### src/include/oneshot_pwm_defs.vh
// Purpose: Constants for the one-shot / PWM timer output block
// Assumes: Plain register port, 32-bit word addresses
// Notes:   Offsets and field positions chosen for this block
`ifndef ONESHOT_PWM_DEFS_VH
`define ONESHOT_PWM_DEFS_VH

// ==========================================================================
// Register offsets (byte addresses)
`define REG_CTL0        8'h00
`define REG_CTL1        8'h04
`define REG_PERIOD      8'h08
`define REG_WIDTH       8'h0c
`define REG_COUNT       8'h10
`define REG_EDGE_CFG    8'h14

// ==========================================================================
// Field positions
`define CTL0_CE_BIT     7
`define CTL1_EST_BIT    6
`define CTL1_MD_HI      2
`define CTL1_MD_LO      0

// ==========================================================================
// Mode codes and constants
`define MODE_ONESHOT    3'h3
`define MODE_PWM        3'h4
`define CNT_MAX         16'hffff
`define CNT_ZERO        16'h0000
`define CNT_ONE         16'h0001
`define EDGE_RISE       2'h1
`define EDGE_FALL       2'h2
`define EDGE_BOTH       2'h3

`endif

### src/rtl/timer_unit.v
// Purpose: One-shot pulse and PWM output modes of a 16-bit up counter
// Assumes: One clock; cnt_en_i is the count clock enable from a prescaler
// Notes:   Registers reached over a plain port, read data one cycle later
//
// Contract
// - Mode 011 selects one-shot pulse output
// - One-shot waits for trigger after enable
// - External edge or software bit triggers
// - Software trigger: aux output high while counting
// - Trigger moves counter FFFF to 0000, pulses
// - After pulse: counter 0000, stop, wait
// - Triggers during a running pulse are ignored, except on its final step
// - Delay compare-1, width compare-0 minus compare-1 plus 1
// - Period irq on clear after buffered match
// - Width irq when counter equals compare-1
// - No pulse when compare-1 exceeds compare-0
// - Missed period match wraps past FFFF
// - Missed width match gives no activation
// - One-shot period match: irq, inactive, halt
// - Mode 100 selects PWM output
// - PWM enable clears FFFF to 0000, runs
// - PWM width compare-1, period compare-0 plus 1
// - PWM aux output toggles each period
// - PWM compare writes load at counter clear
// - PWM period irq when counter clears
// - PWM buffers reload only after width register write
`timescale 1ns/1ns
`include "oneshot_pwm_defs.vh"

module timer_unit
#(
    parameter CW = 16
)
(
    input  wire          mclk_i,
    input  wire          rst_n_i,
    input  wire          cnt_en_i,
    input  wire          trigger_input_pin_i,
    input  wire [7:0]    addr_i,
    input  wire [31:0]   wdata_i,
    input  wire          wr_i,
    input  wire          rd_i,
    output reg  [31:0]   rdata_o,
    output reg           aux_timer_output_o,
    output reg           pulse_timer_output_o,
    output reg           period_match_irq_o,
    output reg           width_match_irq_o
);

// ==========================================================================
// Reset synchroniser
reg rst_s1;
reg rst_s2;
always @(posedge mclk_i or negedge rst_n_i)
begin
    if (!rst_n_i)
    begin
        rst_s1 <= 1'b0;
        rst_s2 <= 1'b0;
    end
    else
    begin
        rst_s1 <= 1'b1;
        rst_s2 <= rst_s1;
    end
end
wire rst_n = rst_s2;

// ==========================================================================
// Software registers and internal state
reg          count_enable_bit;
reg  [2:0]   timer_mode_sel;
reg  [1:0]   trigger_edge_config;
reg  [CW-1:0] period_compare_reg;
reg  [CW-1:0] width_compare_reg;
reg  [CW-1:0] period_compare_buffer;
reg  [CW-1:0] width_compare_buffer;
reg          reload_pending;
reg  [CW-1:0] counter;
reg          running;
reg          trig_prev;
reg          sw_trig_pend;
reg          ext_trig_pend;

wire wr_ctl0  = wr_i && (addr_i == `REG_CTL0);
wire wr_ctl1  = wr_i && (addr_i == `REG_CTL1);
wire wr_per   = wr_i && (addr_i == `REG_PERIOD);
wire wr_wid   = wr_i && (addr_i == `REG_WIDTH);
wire wr_edge  = wr_i && (addr_i == `REG_EDGE_CFG);

wire is_oneshot = (timer_mode_sel == `MODE_ONESHOT);
wire is_pwm     = (timer_mode_sel == `MODE_PWM);

// Software trigger bit reads back as zero: it only produces an event.
wire sw_trig = wr_ctl1 && wdata_i[`CTL1_EST_BIT];

// ==========================================================================
// External trigger edge detect
function edge_hit;
    input [1:0] cfg;
    input       prev;
    input       cur;
    begin
        case (cfg)
            `EDGE_RISE: edge_hit = !prev && cur;
            `EDGE_FALL: edge_hit = prev && !cur;
            `EDGE_BOTH: edge_hit = prev ^ cur;
            default:    edge_hit = 1'b0;
        endcase
    end
endfunction

wire ext_trig = edge_hit(trigger_edge_config, trig_prev, trigger_input_pin_i);

// Triggers arrive at clock rate; hold them until the next count clock.
wire trig_now = sw_trig_pend || ext_trig_pend;

// ==========================================================================
// Waveform timing
// The pins are registered, so they show a level one edge after the logic
// decides it. To make the pin switch exactly when the count shows the
// width value, the decision is taken on the step that lands on that value
// rather than on the step that leaves it. The interrupts keep the plain
// compare of the present count, as software expects them on the match.
//
// Limitation: compares are exact. A compare value that the count has
// already passed is not seen until the count comes round again, which is
// how the rewrite hazards of one-shot mode show up on the pins.

// True when the step now taken lands the count on the given value.
function reaches;
    input [CW-1:0] nxt;
    input [CW-1:0] target;
    begin
        reaches = (nxt == target);
    end
endfunction

// ==========================================================================
// Counter and waveform
wire step       = count_enable_bit && cnt_en_i;
wire [CW-1:0] count_inc = counter + `CNT_ONE;
wire per_match  = running && (counter == period_compare_buffer);
wire wid_match  = running && (counter == width_compare_buffer);
wire clear_now  = step && per_match;

reg [CW-1:0] next_counter;
reg          next_running;
reg          next_pulse;
reg          next_aux;
reg          next_pirq;
reg          next_wirq;

always @*
begin
    next_counter = counter;
    next_running = running;
    next_pulse   = pulse_timer_output_o;
    next_aux     = aux_timer_output_o;
    next_pirq    = 1'b0;
    next_wirq    = 1'b0;
    if (!count_enable_bit)
    begin
        next_counter = `CNT_MAX;
        next_running = 1'b0;
        next_pulse   = 1'b0;
        next_aux     = 1'b0;
    end
    else if (step)
    begin
        if (is_oneshot)
        begin
            if (!running)
            begin
                if (trig_now)
                begin
                    next_counter = `CNT_ZERO;
                    next_running = 1'b1;
                    // Only the trigger consumed now decides; the source of
                    // an earlier shot must not leak into this one.
                    next_aux     = sw_trig_pend;
                    // A zero delay makes the pulse start with the count.
                    next_pulse   = (width_compare_buffer == `CNT_ZERO);
                end
            end
            else if (per_match)
            begin
                // Trigger while pulse runs is dropped here.
                next_counter = `CNT_ZERO;
                next_running = 1'b0;
                next_pulse   = 1'b0;
                next_aux     = 1'b0;
                next_pirq    = 1'b1;
                next_wirq    = wid_match;
            end
            else
            begin
                // Wraps past FFFF when the period buffer was lowered.
                next_counter = count_inc;
                // Exact compare only: a skipped value never activates.
                if (reaches(count_inc, width_compare_buffer))
                    next_pulse = 1'b1;
                if (wid_match)
                    next_wirq  = 1'b1;
            end
        end
        else if (is_pwm)
        begin
            if (!running)
            begin
                next_counter = `CNT_ZERO;
                next_running = 1'b1;
                next_pulse   = (width_compare_buffer != `CNT_ZERO);
            end
            else if (per_match)
            begin
                next_counter = `CNT_ZERO;
                next_pirq    = 1'b1;
                next_aux     = !aux_timer_output_o;
                next_pulse   = (next_width(1'b0) != `CNT_ZERO);
                next_wirq    = wid_match;
            end
            else
            begin
                next_counter = count_inc;
                // Drop on the step that reaches the width, so the pin stays
                // high for exactly that many counts.
                if (reaches(count_inc, width_compare_buffer))
                    next_pulse = 1'b0;
                if (wid_match)
                    next_wirq  = 1'b1;
            end
        end
    end
end

// Width value in force after a clear, including a pending reload.
function [CW-1:0] next_width;
    input dummy;
    begin
        next_width = reload_pending ? width_compare_reg : width_compare_buffer;
    end
endfunction

// ==========================================================================
// Sequential state
always @(posedge mclk_i or negedge rst_n)
begin
    if (!rst_n)
    begin
        count_enable_bit      <= 1'b0;
        timer_mode_sel        <= 3'h0;
        trigger_edge_config   <= 2'h0;
        period_compare_reg    <= `CNT_MAX;
        width_compare_reg     <= `CNT_MAX;
        period_compare_buffer <= `CNT_MAX;
        width_compare_buffer  <= `CNT_MAX;
        reload_pending        <= 1'b0;
        counter               <= `CNT_MAX;
        running               <= 1'b0;
        // Idle level of the trigger pin, so reset gives no false edge.
        trig_prev             <= 1'b0;
        sw_trig_pend          <= 1'b0;
        ext_trig_pend         <= 1'b0;
        aux_timer_output_o    <= 1'b0;
        pulse_timer_output_o  <= 1'b0;
        period_match_irq_o    <= 1'b0;
        width_match_irq_o     <= 1'b0;
    end
    else
    begin
        trig_prev <= trigger_input_pin_i;
        if (wr_ctl0)
            count_enable_bit <= wdata_i[`CTL0_CE_BIT];
        if (wr_ctl1)
            timer_mode_sel <= wdata_i[`CTL1_MD_HI:`CTL1_MD_LO];
        if (wr_edge)
            trigger_edge_config <= wdata_i[1:0];
        if (wr_per)
            period_compare_reg <= wdata_i[CW-1:0];
        if (wr_wid)
            width_compare_reg <= wdata_i[CW-1:0];

        // Pending triggers: a new event wins over the consume.
        // A pending trigger is dropped by any step, so one that arrives
        // while a shot runs, before its final step, cannot restart the next idle phase.
        if (!count_enable_bit || !is_oneshot)
        begin
            sw_trig_pend  <= 1'b0;
            ext_trig_pend <= 1'b0;
        end
        else
        begin
            sw_trig_pend  <= sw_trig || (sw_trig_pend && !step);
            ext_trig_pend <= ext_trig || (ext_trig_pend && !step);
        end
        // In one-shot mode the buffers follow writes while the timer runs;
        // in PWM mode they wait for the clear after a width write.
        if (wr_wid)
            reload_pending <= 1'b1;
        else if (clear_now && is_pwm)
            reload_pending <= 1'b0;
        if ((clear_now && is_pwm && reload_pending) ||
            ((!running || !count_enable_bit) && reload_pending && !wr_wid))
        begin
            period_compare_buffer <= period_compare_reg;
            width_compare_buffer  <= width_compare_reg;
        end
        else if (is_oneshot && running)
        begin
            // Written values reach the compare at once; see rewrite hazards.
            period_compare_buffer <= period_compare_reg;
            width_compare_buffer  <= width_compare_reg;
        end
        if (!running && reload_pending && !wr_wid && !clear_now)
            reload_pending <= 1'b0;

        counter              <= next_counter;
        running              <= next_running;
        pulse_timer_output_o <= next_pulse;
        aux_timer_output_o   <= next_aux;
        period_match_irq_o   <= next_pirq;
        width_match_irq_o    <= next_wirq;
    end
end

// ==========================================================================
// Read path
// Read data stand for one cycle only and fall back to zero, so a stale
// value can never be mistaken for a fresh answer.
always @(posedge mclk_i or negedge rst_n)
begin
    if (!rst_n)
    begin
        rdata_o <= 32'h0000_0000;
    end
    else
    begin
        rdata_o <= 32'h0000_0000;
        if (rd_i)
        begin
            case (addr_i)
                `REG_CTL0:     rdata_o[`CTL0_CE_BIT] <= count_enable_bit;
                `REG_CTL1:     rdata_o[`CTL1_MD_HI:`CTL1_MD_LO] <= timer_mode_sel;
                `REG_PERIOD:   rdata_o[CW-1:0] <= period_compare_reg;
                `REG_WIDTH:    rdata_o[CW-1:0] <= width_compare_reg;
                `REG_COUNT:    rdata_o[CW-1:0] <= counter;
                `REG_EDGE_CFG: rdata_o[1:0] <= trigger_edge_config;
                default:       rdata_o <= 32'h0000_0000;
            endcase
        end
    end
end

endmodule

### config.mk
export PLATFORM = sky130hd
export DESIGN_NAME = timer_unit
export DESIGN_NICKNAME = d
export VERILOG_FILES = /design/src/rtl/timer_unit.v
export VERILOG_INCLUDE_DIRS = /design/src /design/src/include
export SDC_FILE = /design/constraint.sdc
export NUM_CORES = 1
export LEC_CHECK = 0
export ABC_CLOCK_PERIOD_IN_PS = 9900
export BUFFER_PORTS_ARGS = -buffer_cell sky130_fd_sc_hd__buf_2
export CAP_MARGIN = 10
export CELL_PAD_IN_SITES_DETAIL_PLACEMENT = 0
export CELL_PAD_IN_SITES_GLOBAL_PLACEMENT = 2
export CORE_UTILIZATION = 25
export CTS_CLUSTER_SIZE = 12
export DETAILED_ROUTE_END_ITERATION = 6
export HOLD_SLACK_MARGIN = 0.02
export PLACE_DENSITY_LB_ADDON = 0.2
export SLEW_MARGIN = 10
export SYNTH_ARGS = -nofsm -noshare
export SYNTH_HDL_FRONTEND = slang
export SYNTH_SLANG_ARGS = --single-unit
### constraint.sdc
create_clock -name mclk_i -period 9.9 [get_ports mclk_i]
set_clock_uncertainty 0.1 [all_clocks]
set_input_delay 0.495 -clock mclk_i [delete_from_list [all_inputs] [get_ports mclk_i]]
set_output_delay 0.495 -clock mclk_i [all_outputs]
set_load 0.01 [all_outputs]
## Word level (Yosys, flattened, before mapping)

Index checks and enable logic that the tools add are counted.

| storage, ports and cells | value |
|---|---|
| register bits after elaboration | 113 |
| bits of input ports | 46 |
| output and inout bits | 36 |
| word-level logic and storage cells | 156 |

| cells by class | value |
|---|---|
| add/sub/neg operators | 1 |
| equal/unequal tests | 22 |
| multiplexer cells | 65 |
| bitwise logic cells | 1 |
| reductions and logical operators | 47 |

Operators with widths:

| kind | count |
|---|---|
| 2-to-1 mux 16 bit | 14 |
| == test 16 bit | 3 |
| 2-to-1 mux 1 bit | 45 |
| nonzero test 16 bit | 2 |
| one-hot mux 8 bit (3 select lines) | 1 |
| logical AND 1 bit | 22 |
| adder 16 x 1 -> 16 bit (second input constant) | 1 |
| == test 8 x 4 -> 1 bit (second input constant) | 2 |
| == test 8 x 5 -> 1 bit (second input constant) | 2 |
| zero test 16 bit | 1 |
| != test 3 x 1 -> 1 bit (second input constant) | 4 |
| one-hot mux 4 bit (3 select lines) | 1 |
| != test 5 x 3 -> 1 bit (second input constant) | 2 |
| one-hot mux 2 bit (5 select lines) | 1 |
| zero test 1 bit | 9 |
| == test 8 x 3 -> 1 bit (second input constant) | 1 |
| zero test 8 bit | 1 |
| one-hot mux 1 bit (4 select lines) | 2 |
| logical OR 1 bit | 6 |
| AND reduction 6 bit | 1 |
| AND reduction 5 bit | 1 |
| == test 2 bit (second input constant) | 2 |
| != test 4 x 3 -> 1 bit (second input constant) | 1 |
| == test 3 x 2 -> 1 bit (second input constant) | 1 |
| 10 further kinds | 10 |

## Longest topological paths before layout

Gate-level depths: netlist of the first run.

| logic depth | value |
|---|---|
| depth after elaboration | 9 |
| gate-level depth with buffers | 9 |

## Worst setup path after synthesis of the first run

OpenSTA, ideal clock, no wires.

| path | value |
|---|---|
| path kind | reg-to-reg |
| from | register counter[1] |
| to | register pulse_timer_output_o |
| arrival time | 2.800 ns |
| setup slack | 6.875 ns |
| cell stages (with the launch flop) | 10 |
| clock period less this slack | 3.025 ns |
| path through | dfstp_2 ha_1 and4_1 and2_1 buf_2 nand4_2 xnor2_1 or4_1 o41ai_1 mux2_2 |

| on the way | value |
|---|---|
| word-level cells in the longest chain between the ends | 8 |
| elaborated cells between the ends (all ways) | 15 |
| those cells by class | 1 x add/sub; 4 x eq/ne; 8 x mux; 2 x reduce/logical |

RTL lines:

| element | line | source |
|---|---|---|
| from (decl) | timer_unit.v:79 | `reg [CW-1:0] counter;` |
| from (signal assigned) | timer_unit.v:259 | `` counter <= `CNT_MAX; `` |
| from (signal assigned) | timer_unit.v:318 | `counter <= next_counter;` |
| branches (longest 8 deep; another with adder 16 x 1 -> 16 bit) | -- |  |
| to (signal assigned) | timer_unit.v:320 | `pulse_timer_output_o <= next_pulse;` |
| to (decl) | timer_unit.v:45 | `output reg pulse_timer_output_o,` |

Several ways; the timed one is not identified. The select of a mux whose other input is x is not followed.
A chain may end at the register's enable or synchronous reset.

## Worst setup path after layout of the first run

| path | value |
|---|---|
| from | register counter[0] |
| to | register pulse_timer_output_o |

The elaborated chain is that of the path after synthesis.

==> impl_metrics.tcl, run 1 <==
set metrics [dict create \
    critPathTopFamily "simple AND/OR/NAND/NOR gates" \
    num_vias 4264 \
    synth-compound-area-share_pct 10.5 \
    die_h_um 159 \
    pin_count 82 \
    ys.flop_type "dfstp_2" \
    grt_setup_unrepaired "no" \
    total_leakage_power_uw 0.00308 \
    hpwlAfterDp_mm 12.0 \
    antenna_left 0 \
    clkSinkCount 113 \
    route.layer.met1.wl_mm 8.19 \
    slew_headroom_pct 31.0 \
    powerDensity_mw_per_mm2 160 \
    diodes 0 \
    drv_cap 0 \
    row_count 57 \
    overflow 0 \
    synth_mux_area_share_pct 17.9 \
    cts-root-buf "clkbuf_16" \
    slew_viol_final 0 \
    tns_ns 0 \
    die_w_um 159 \
    highest_layer "met4" \
    core_area_mm2 0.0243 \
    worstPathRequired_ns 10.10 \
    status "complete, no violations" \
    dr_wl_met2_mm 8.23 \
    synth_edf_count 0 \
    fin_crit_sh_pct 37.4 \
    start_util_pct 25.4 \
    synth_top_family_by_area "multiplexers" \
    layout.nets 618 \
    finalSetupViolations 0 \
    fmax_ghz 0.270 \
    path_buf_inv 0 \
    synth_fa_ha_area_share_pct 0.607 \
    layout_commonest_cell "dfstp_2" \
    synth_top_cell_area_share_pct 34.0 \
    crit_path_end_kind "register" \
    antenna_found_initial 0 \
    cts_tree "done" \
    startpoint_type "register" \
    synth_top_area_cell "dfstp_2" \
    yosysSeqAreaShare_pct 47.4 \
    synthToLayoutAreaGrowth_pct 16.7 \
    syn-cell-area_mm2 0.00618 \
    synth.distinct_cells 57 \
    drc 0 \
    hold_viol 0 \
    syn_avg_cell_area_um2 11.6 \
    worstHoldPathType "in2reg" \
    grt_pass1_vias 4442 \
    first_iter_violations 262 \
    mostFrequentLayoutCells "dfstp_2 (80), mux2_2 (60), buf_2 (49)" \
    post_drt_wl_per_cell_um 18.9 \
    htree_levels 4 \
    globalplace.congestion 0.780 \
    worstSetupPathType "reg2reg" \
    fin_area_mm2 0.00721 \
    ir_drop_v 0.000108 \
    ys_seq_elements 113 \
    port_buffers 49 \
    worstPathArrival_ns 3.90 \
    grt_max_degree 67 \
    insertion_delay_ns 0.42 \
    numCtsBuffers 17 \
    route.met3.wl_um 548 \
    slowest_delay_ns 0.67 \
    grt_pass1_wl_mm 26.9 \
    firstDrtPassIters 4 \
    drive_gt1_share_pct 44.5 \
    grt_usage_pct 14.1 \
    synthCells 534 \
    synth.area.top_cells "dfstp_2 (34%), dfrtp_1 (13%), mux2_2 (11%)" \
    worstMarginPinSlew_ns 1.03 \
    synth_xor_xnor_area_share_pct 6.23 \
    async_reset_ff_share_pct 100 \
    ys.warnings.count 0 \
    die-area_mm2 0.0254 \
    path_cells "ha_1, and4_1, and2_1, nand4_2, xnor2_1, or4_1, o41ai_1, mux2_2" \
    drt-total-wl_mm 17.1 \
    fin_crit_ns 3.70 \
    synth_simple_gate_area_share_pct 11.6 \
    cp_max_fo 8 \
    placed_area_mm2 0.00662 \
    cts_max_path_buffers 2 \
    viasPerCell 4.71 \
    crit_slowest_cell "dfstp_2" \
    path_clk_slew_ns 0.06 \
]
[final timing paths]
path	startpoint	endpoint	slack, ns	cells after the start
hold reg to reg	rst_n$_DFF_PN0_	rdata_o[12]$_DFF_PN0_	0.24	0
min in group asynchronous	rst_n$_DFF_PN0_	rdata_o[12]$_DFF_PN0_	0.24	0
setup / recovery	counter[0]$_DFFE_PN1P_	pulse_timer_output_o$_DFFE_PN0P_	6.20	8
setup reg to reg	counter[0]$_DFFE_PN1P_	pulse_timer_output_o$_DFFE_PN0P_	6.20	8
hold / removal	trigger_input_pin_i	trig_prev$_DFF_PN0_	0.12	1
max in group asynchronous	rst_n$_DFF_PN0_	width_match_irq_o$_DFF_PN0_	8.13	1
[logic make-up (layout without fill, tap and decap cells)]
family,after synthesis,in the layout
adder cells (fa/ha/maj),3,3
AND/OR/NAND/NOR,124,124
XOR/XNOR,44,44
buffers and inverters,65,98
other,2,17
multiplexers,89,89
flip-flops,113,113
AO/OA/AOI/OAI,94,94
[layer usage]
layer	up-vias	track usage, %
met5	-	0
met4	0	4.76
met3	15	2.58
met2	105	22.6
met1	2159	18.9
li1	1985	-
[power breakdown]
group	leakage [uW]	internal [uW]	total, uW	switching, uW
clock	0.000273	378	608	230
sequential	0.00128	478	491	13.3
combinational	0.00152	23.8	54.9	31.2
[cell usage after synthesis (6+ instances only)]
cell and n:
dfstp_2 80, mux2_2 60, dfrtp_1 33, a21oi_1 32, xnor2_1 32, mux2_4 28
nor2_1 21, nand2_1 20, clkbuf_1 19, buf_4 17, a22oi_1 16, nor2b_1 14
o22a_1 14, inv_1 13, nor4_1 12, xor2_1 12, nand3_1 11, nand4_1 10
a31oi_1 6, and3_1 6, and4_1 6, buf_2 6, o21ai_0 6
[per-stage QoR]
stage / setup WS (ns) / hold WS, ns / total power [uW] / instances / util [%]
5_1_grt: 5.94 / 0.113 / 1200 / 906 / 29.7
6_report: 6.20 / 0.118 / 1150 / 906 / 29.7
3_5_place_dp: 5.80 / 0.182 / 555 / 873 / 27.2
3_3_place_gp: 5.81 / 0.179 / 553 / 873 / 27.2
4_1_cts: 6.11 / 0.101 / 1170 / 906 / 29.7
2_1_floorplan: 6.56 / 0.0994 / 534 / 549 / -
[cell type report]
class	instances	area (um^2)
clock buffers	20	447
well taps	324	405
repair buffers	53	278
clock inverters	12	135
fillers	2490	17100
flip-flops and latches	113	2930
multi-input cells	371	2970
inverters	13	48.8
[repair_timing]
action,CTS,global route
gates resized for setup,0,0
endpoints found under the hold margin,2,0
buffers inserted,0,0
hold buffers,1,0
Power figures use the tool's default switching activity.
==> inputs of run 2 (changes only) <==
ABC_CLOCK_PERIOD_IN_PS = 3800   (was 9900)
clock period = 3.8 ns   (was 9.9 ns; I/O delays follow)
==> impl_metrics.tcl, run 2 (synthesis gave the netlist of run 1 again) <==
set metrics [dict create \
    status "complete, no violations" \
    layout.nets 651 \
    mostFrequentLayoutCells "dfstp_2 (80), mux2_2 (60), buf_2 (49)" \
    slowest_delay_ns 0.53 \
    fmax_ghz 0.322 \
    die-area_mm2 0.0254 \
    port_buffers 49 \
    grt_pass1_wl_mm 27.3 \
    worstHoldPathType "in2reg" \
    ir_drop_v 0.000288 \
    layout_commonest_cell "dfstp_2" \
    clkSinkCount 113 \
    hpwlAfterDp_mm 12.4 \
    num_vias 4362 \
    drc 0 \
    startpoint_type "register" \
    grt_usage_pct 14.3 \
    drv_cap 0 \
    start_util_pct 25.4 \
    diodes 0 \
    path_clk_slew_ns 0.06 \
    synthToLayoutAreaGrowth_pct 22.6 \
    drive_gt1_share_pct 44.7 \
    path_buf_inv 0 \
    worstMarginPinSlew_ns 0.795 \
    cts_tree "done" \
    firstDrtPassIters 6 \
    total_leakage_power_uw 0.00326 \
    cts_setup_buffers 0 \
    grt_setup_unrepaired "no" \
    viasPerCell 4.65 \
    setup_slack_ns 0.691 \
    path_cells "ha_1, and4_1, and2_1, nand4_2, xnor2_1, or4_1, o41ai_1, mux2_2" \
    fin_crit_ns 3.11 \
    die_w_um 159 \
    core_area_mm2 0.0243 \
    final_core_util_pct 31.2 \
    numCtsBuffers 17 \
    antenna_found_initial 0 \
    tns_ns 0 \
    antenna_left 0 \
    overflow 0 \
    pin_count 82 \
    first_iter_violations 247 \
    grt_pass1_vias 4511 \
    globalplace.congestion 0.778 \
    powerDensity_mw_per_mm2 416 \
    cp_max_fo 5 \
    slew_viol_final 0 \
    insertion_delay_ns 0.42 \
    row_count 57 \
    grt_max_degree 47 \
    fin_crit_sh_pct 81.8 \
    crit_slowest_cell "dfstp_2" \
    finalSetupViolations 0 \
    die_h_um 159 \
    htree_levels 4 \
    finalPower_uw 3160 \
    drt-total-wl_mm 17.4 \
    critPathTopFamily "simple AND/OR/NAND/NOR gates" \
    worstPathRequired_ns 4.01 \
    crit_path_end_kind "register" \
    hold_viol 0 \
    post_drt_wl_per_cell_um 18.5 \
    cts-root-buf "clkbuf_16" \
    slew_headroom_pct 46.9 \
    cts_max_path_buffers 2 \
    preCtsSetupSlack_ns 0.645 \
    worstPathArrival_ns 3.32 \
    worstSetupPathType "reg2reg" \
]
[run 2: cell types whose count changed in the layout (fill, tap and decap cells not counted), sizes merged]
cell | previous run | this run
dlygate4sd3 | 1 | 20
buf | 52 | 66
clkinvlp | 4 | 1
inv | 15 | 17
bufinv | 2 | 3
clkbuf | 20 | 19
clkinv | 4 | 5
[run 2: layout make-up]
type | count | area [um^2]
Clock buffer | 19 | 453
Clock inverter | 13 | 175
Fill cell | 2450 | 16700
Inverter | 13 | 48.8
Multi-Input combinational cell | 371 | 2970
Sequential cell | 113 | 2930
Tap cell | 324 | 405
Timing Repair Buffer | 86 | 598
[run 2: metal layers]
| metal | share of wire [%] | vias to the layer above | GRT usage (%) |
|---|---|---|---|
| li1 | - | 2049 | - |
| met1 | 48 | 2205 | 19.3 |
| met2 | 48 | 89 | 23.1 |
| met3 | 2.8 | 19 | 2.47 |
| met4 | 1.3 | 0 | 5.03 |
| met5 | 0 | - | 0 |
[run 2: repair_timing]
item,CTS,global route
resized for setup,0,0
hold buffers,20,0
hold endpoints to repair,43,0
[run 2: power by group]
| part | leakage, uW | total (uW) | internal [uW] | switching [uW] |
|---|---|---|---|---|
| Sequential | 0.00128 | 1280 | 1250 | 35.6 |
| Combinational | 0.00168 | 161 | 77.8 | 83.5 |
| Clock | 0.000306 | 1710 | 1080 | 635 |
[run 2: final timing paths]
kind	start	to	slack [ns]	depth (start not counted)
hold / removal	rd_i	rdata_o[13]$_DFF_PN0_	0.07	2
max in group asynchronous	rst_n$_DFF_PN0_	width_compare_buffer[4]$_DFFE_PN1P_	2.52	1
min in group asynchronous	rst_n$_DFF_PN0_	rdata_o[13]$_DFF_PN0_	0.26	0
setup reg to reg	counter[0]$_DFFE_PN1P_	pulse_timer_output_o$_DFFE_PN0P_	0.69	8
hold reg to reg	rst_n$_DFF_PN0_	rdata_o[13]$_DFF_PN0_	0.26	0
setup / recovery	counter[0]$_DFFE_PN1P_	pulse_timer_output_o$_DFFE_PN0P_	0.69	8
[run 2: through the flow]
stage | cell area (um^2) | std cells | hold WS [ns]
after CTS | 7580 | 939 | 0.0654
final | 7580 | 939 | 0.0686
after detailed placement | 6750 | 887 | -0.122
after global routing | 7580 | 939 | 0.0844
after floorplan | 6240 | 549 | -0.206
after global placement | 6750 | 887 | -0.125
==> inputs of run 3 (changes only) <==
ABC_AREA = 1   (was default)
ABC_CLOCK_PERIOD_IN_PS = 2600   (was 3800)
clock period = 2.6 ns   (was 3.8 ns; I/O delays follow)
==> impl_metrics.tcl, run 3 <==
set metrics [dict create \
    worstSetupPathType "reg2reg" \
    status "complete, no violations" \
    yosys-top-cells-count "nand2_1 (249), inv_1 (114), dfstp_2 (80)" \
    antenna_left 0 \
    hold_depth 5 \
    synth_top_area_cell "dfstp_2" \
    overflow 0 \
    tns_ns 0 \
    post_drt_wl_per_cell_um 16.8 \
    layout.nets 957 \
    firstDrtPassIters 5 \
    synthToLayoutAreaGrowth_pct 21.7 \
    cts-root-buf "clkbuf_16" \
    grt_max_degree 76 \
    cts_tree "done" \
    synth_edf_count 0 \
    synth_top_cell_area_share_pct 33.0 \
    setup_slack_ns 0.233 \
    drc 0 \
    synthCells 833 \
    numCtsBuffers 17 \
    startpoint_type "register" \
    viasPerCell 4.47 \
    total_leakage_power_uw 0.00367 \
    antenna_found_initial 1 \
    grt_usage_pct 16.9 \
    seqPwrFrac_pct 37.9 \
    p_comb_share_pct 26.2 \
    ys.warnings.count 0 \
    syn_avg_cell_area_um2 7.66 \
    start_util_pct 25.4 \
    hpwlAfterDp_mm 15.6 \
    min-delay-start "wr_i" \
    ff2ff_path_depth 12 \
    die-area_mm2 0.0262 \
    grt_pass1_vias 5562 \
    diodes 0 \
    cts.repair.resized 0 \
    path_clk_slew_ns 0.06 \
    core_area_mm2 0.0251 \
    synth.area.top_cells "dfstp_2 (33%), nand2_1 (15%), dfrtp_1 (13%)" \
    worstMarginPinSlew_ns 0.723 \
    cts_max_path_buffers 2 \
    mostFrequentLayoutCells "nand2_1 (249), inv_1 (114), dfstp_2 (80)" \
    row_count 58 \
    finalSetupViolations 0 \
    clkSinkCount 113 \
    power.internal_uw 3950 \
    layout_commonest_cell "nand2_1" \
    insertion_delay_ns 0.43 \
    hold_viol 0 \
    preCtsSetupSlack_ns 0.223 \
    switching_power_uw 2400 \
    worstPathRequired_ns 2.81 \
    fmax_ghz 0.423 \
    slew_viol_final 0 \
    first_iter_violations 365 \
    drv_cap 0 \
    synth_most_common_cell "nand2_1" \
    ys_seq_elements 113 \
    crit_path_end_kind "register" \
    die_h_um 162 \
    synth.distinct_cells 43 \
    ir_drop_v 0.000324 \
    port_buffers 49 \
    die_w_um 162 \
    htree_levels 4 \
    worstPathArrival_ns 2.58 \
    yosysSeqAreaShare_pct 45.9 \
    p_sw_share_pct 37.7 \
    grt_setup_unrepaired "no" \
    drive_gt1_share_pct 21.4 \
    syn-cell-area_mm2 0.00638 \
    r2r-start "counter[0]$_DFFE_PN1P_" \
    ys.flop_type "dfstp_2" \
    slew_headroom_pct 51.7 \
    async_reset_ff_share_pct 100 \
    powerDensity_mw_per_mm2 818 \
    clkPwrFrac_pct 35.8 \
    startpoint "counter[0]$_DFFE_PN1P_" \
    fin_crit_ns 2.37 \
    fin_crit_sh_pct 91.0 \
    num_vias 5593 \
    finalPower_uw 6350 \
    grt_pass1_wl_mm 33.1 \
    worstHoldPathType "in2reg" \
    cp_max_fo 8 \
    globalplace.congestion 0.816 \
    pin_count 82 \
    drt-total-wl_mm 21.1 \
]
## run 3: worst paths after layout
path                                               endpoint  slack, ns
min                            count_enable_bit$_DFFE_PN0P_       0.03
max in group asynchronous            counter[0]$_DFFE_PN1P_       1.43
min in group asynchronous             rdata_o[15]$_DFF_PN0_       0.18
min reg2reg                           rdata_o[15]$_DFF_PN0_       0.18
max                        pulse_timer_output_o$_DFFE_PN0P_       0.23
max reg2reg                pulse_timer_output_o$_DFFE_PN0P_       0.23
## run 3: per-stage QoR
| stage | std cells | cell area (um^2) | hold slack, ns | utilization (%) |
|---|---|---|---|---|
| 2_1_floorplan | 848 | 6430 | -0.266 | - |
| 3_3_place_gp | 1198 | 6990 | -0.184 | 27.8 |
| 3_5_place_dp | 1198 | 6990 | -0.183 | 27.8 |
| 4_1_cts | 1251 | 7760 | 0.0220 | 30.9 |
| 5_1_grt | 1251 | 7760 | 0.0741 | 30.9 |
| 6_report | 1251 | 7760 | 0.0267 | 30.9 |
## run 3: layout make-up
type                    instances  area [um^2]
well taps                     330          413
multi-input cells             571         2790
fillers                      2848        17300
flip-flops and latches        113         2930
clock inverters                14          133
inverters                     118          443
clock buffers                  18          429
repair buffers                 87          621
## run 3: timing repair
item	in CTS	in global routing
endpoints found under the hold margin	55	0
hold buffers	21	0
buffers inserted	0	0
## run 3: power groups by stage
stage	Combinational, uW	Clock, uW	Sequential (uW)
4_1_cts	1690	2340	2410
6_report	1670	2270	2410
5_1_grt	1890	2420	2450
3_5_place_dp	1660	0	2430
2_1_floorplan	1220	0	2240
3_3_place_gp	1670	0	2440
## run 3: cell families after synthesis
group | share of synthesized area (%)
AND/OR/NAND/NOR | 28.4
buffers and inverters | 11.2
AO/OA/AOI/OAI | 10.8
flip-flops | 45.9
XOR/XNOR | 3.02
adder cells (fa/ha/maj) | 0.589
other | 0.118
## run 3: worst max-delay path, cell delays in order (launching register included)
cell and delay, ns:
dfstp_2 0.58, ha_1 0.23, nand2_1 0.12, nor2_2 0.33
nand3_1 0.20, nand2_1 0.11, nand3_1 0.07, nor2_1 0.09
nand3_1 0.08, o21ai_1 0.17, nand2_1 0.08, nand2_1 0.06
nand2_1 0.04
## run 3: routing by layer
| layer | vias to the layer above | track usage (%) | share of wire, % | wire, um |
|---|---|---|---|---|
| li1 | 2823 | - | - | - |
| met1 | 2662 | 25.0 | 53 | 11200 |
| met2 | 91 | 25.2 | 43 | 9130 |
| met3 | 17 | 2.50 | 2.4 | 501 |
| met4 | 0 | 5.02 | 1.1 | 238 |
| met5 | - | 0 | 0 | 0 |
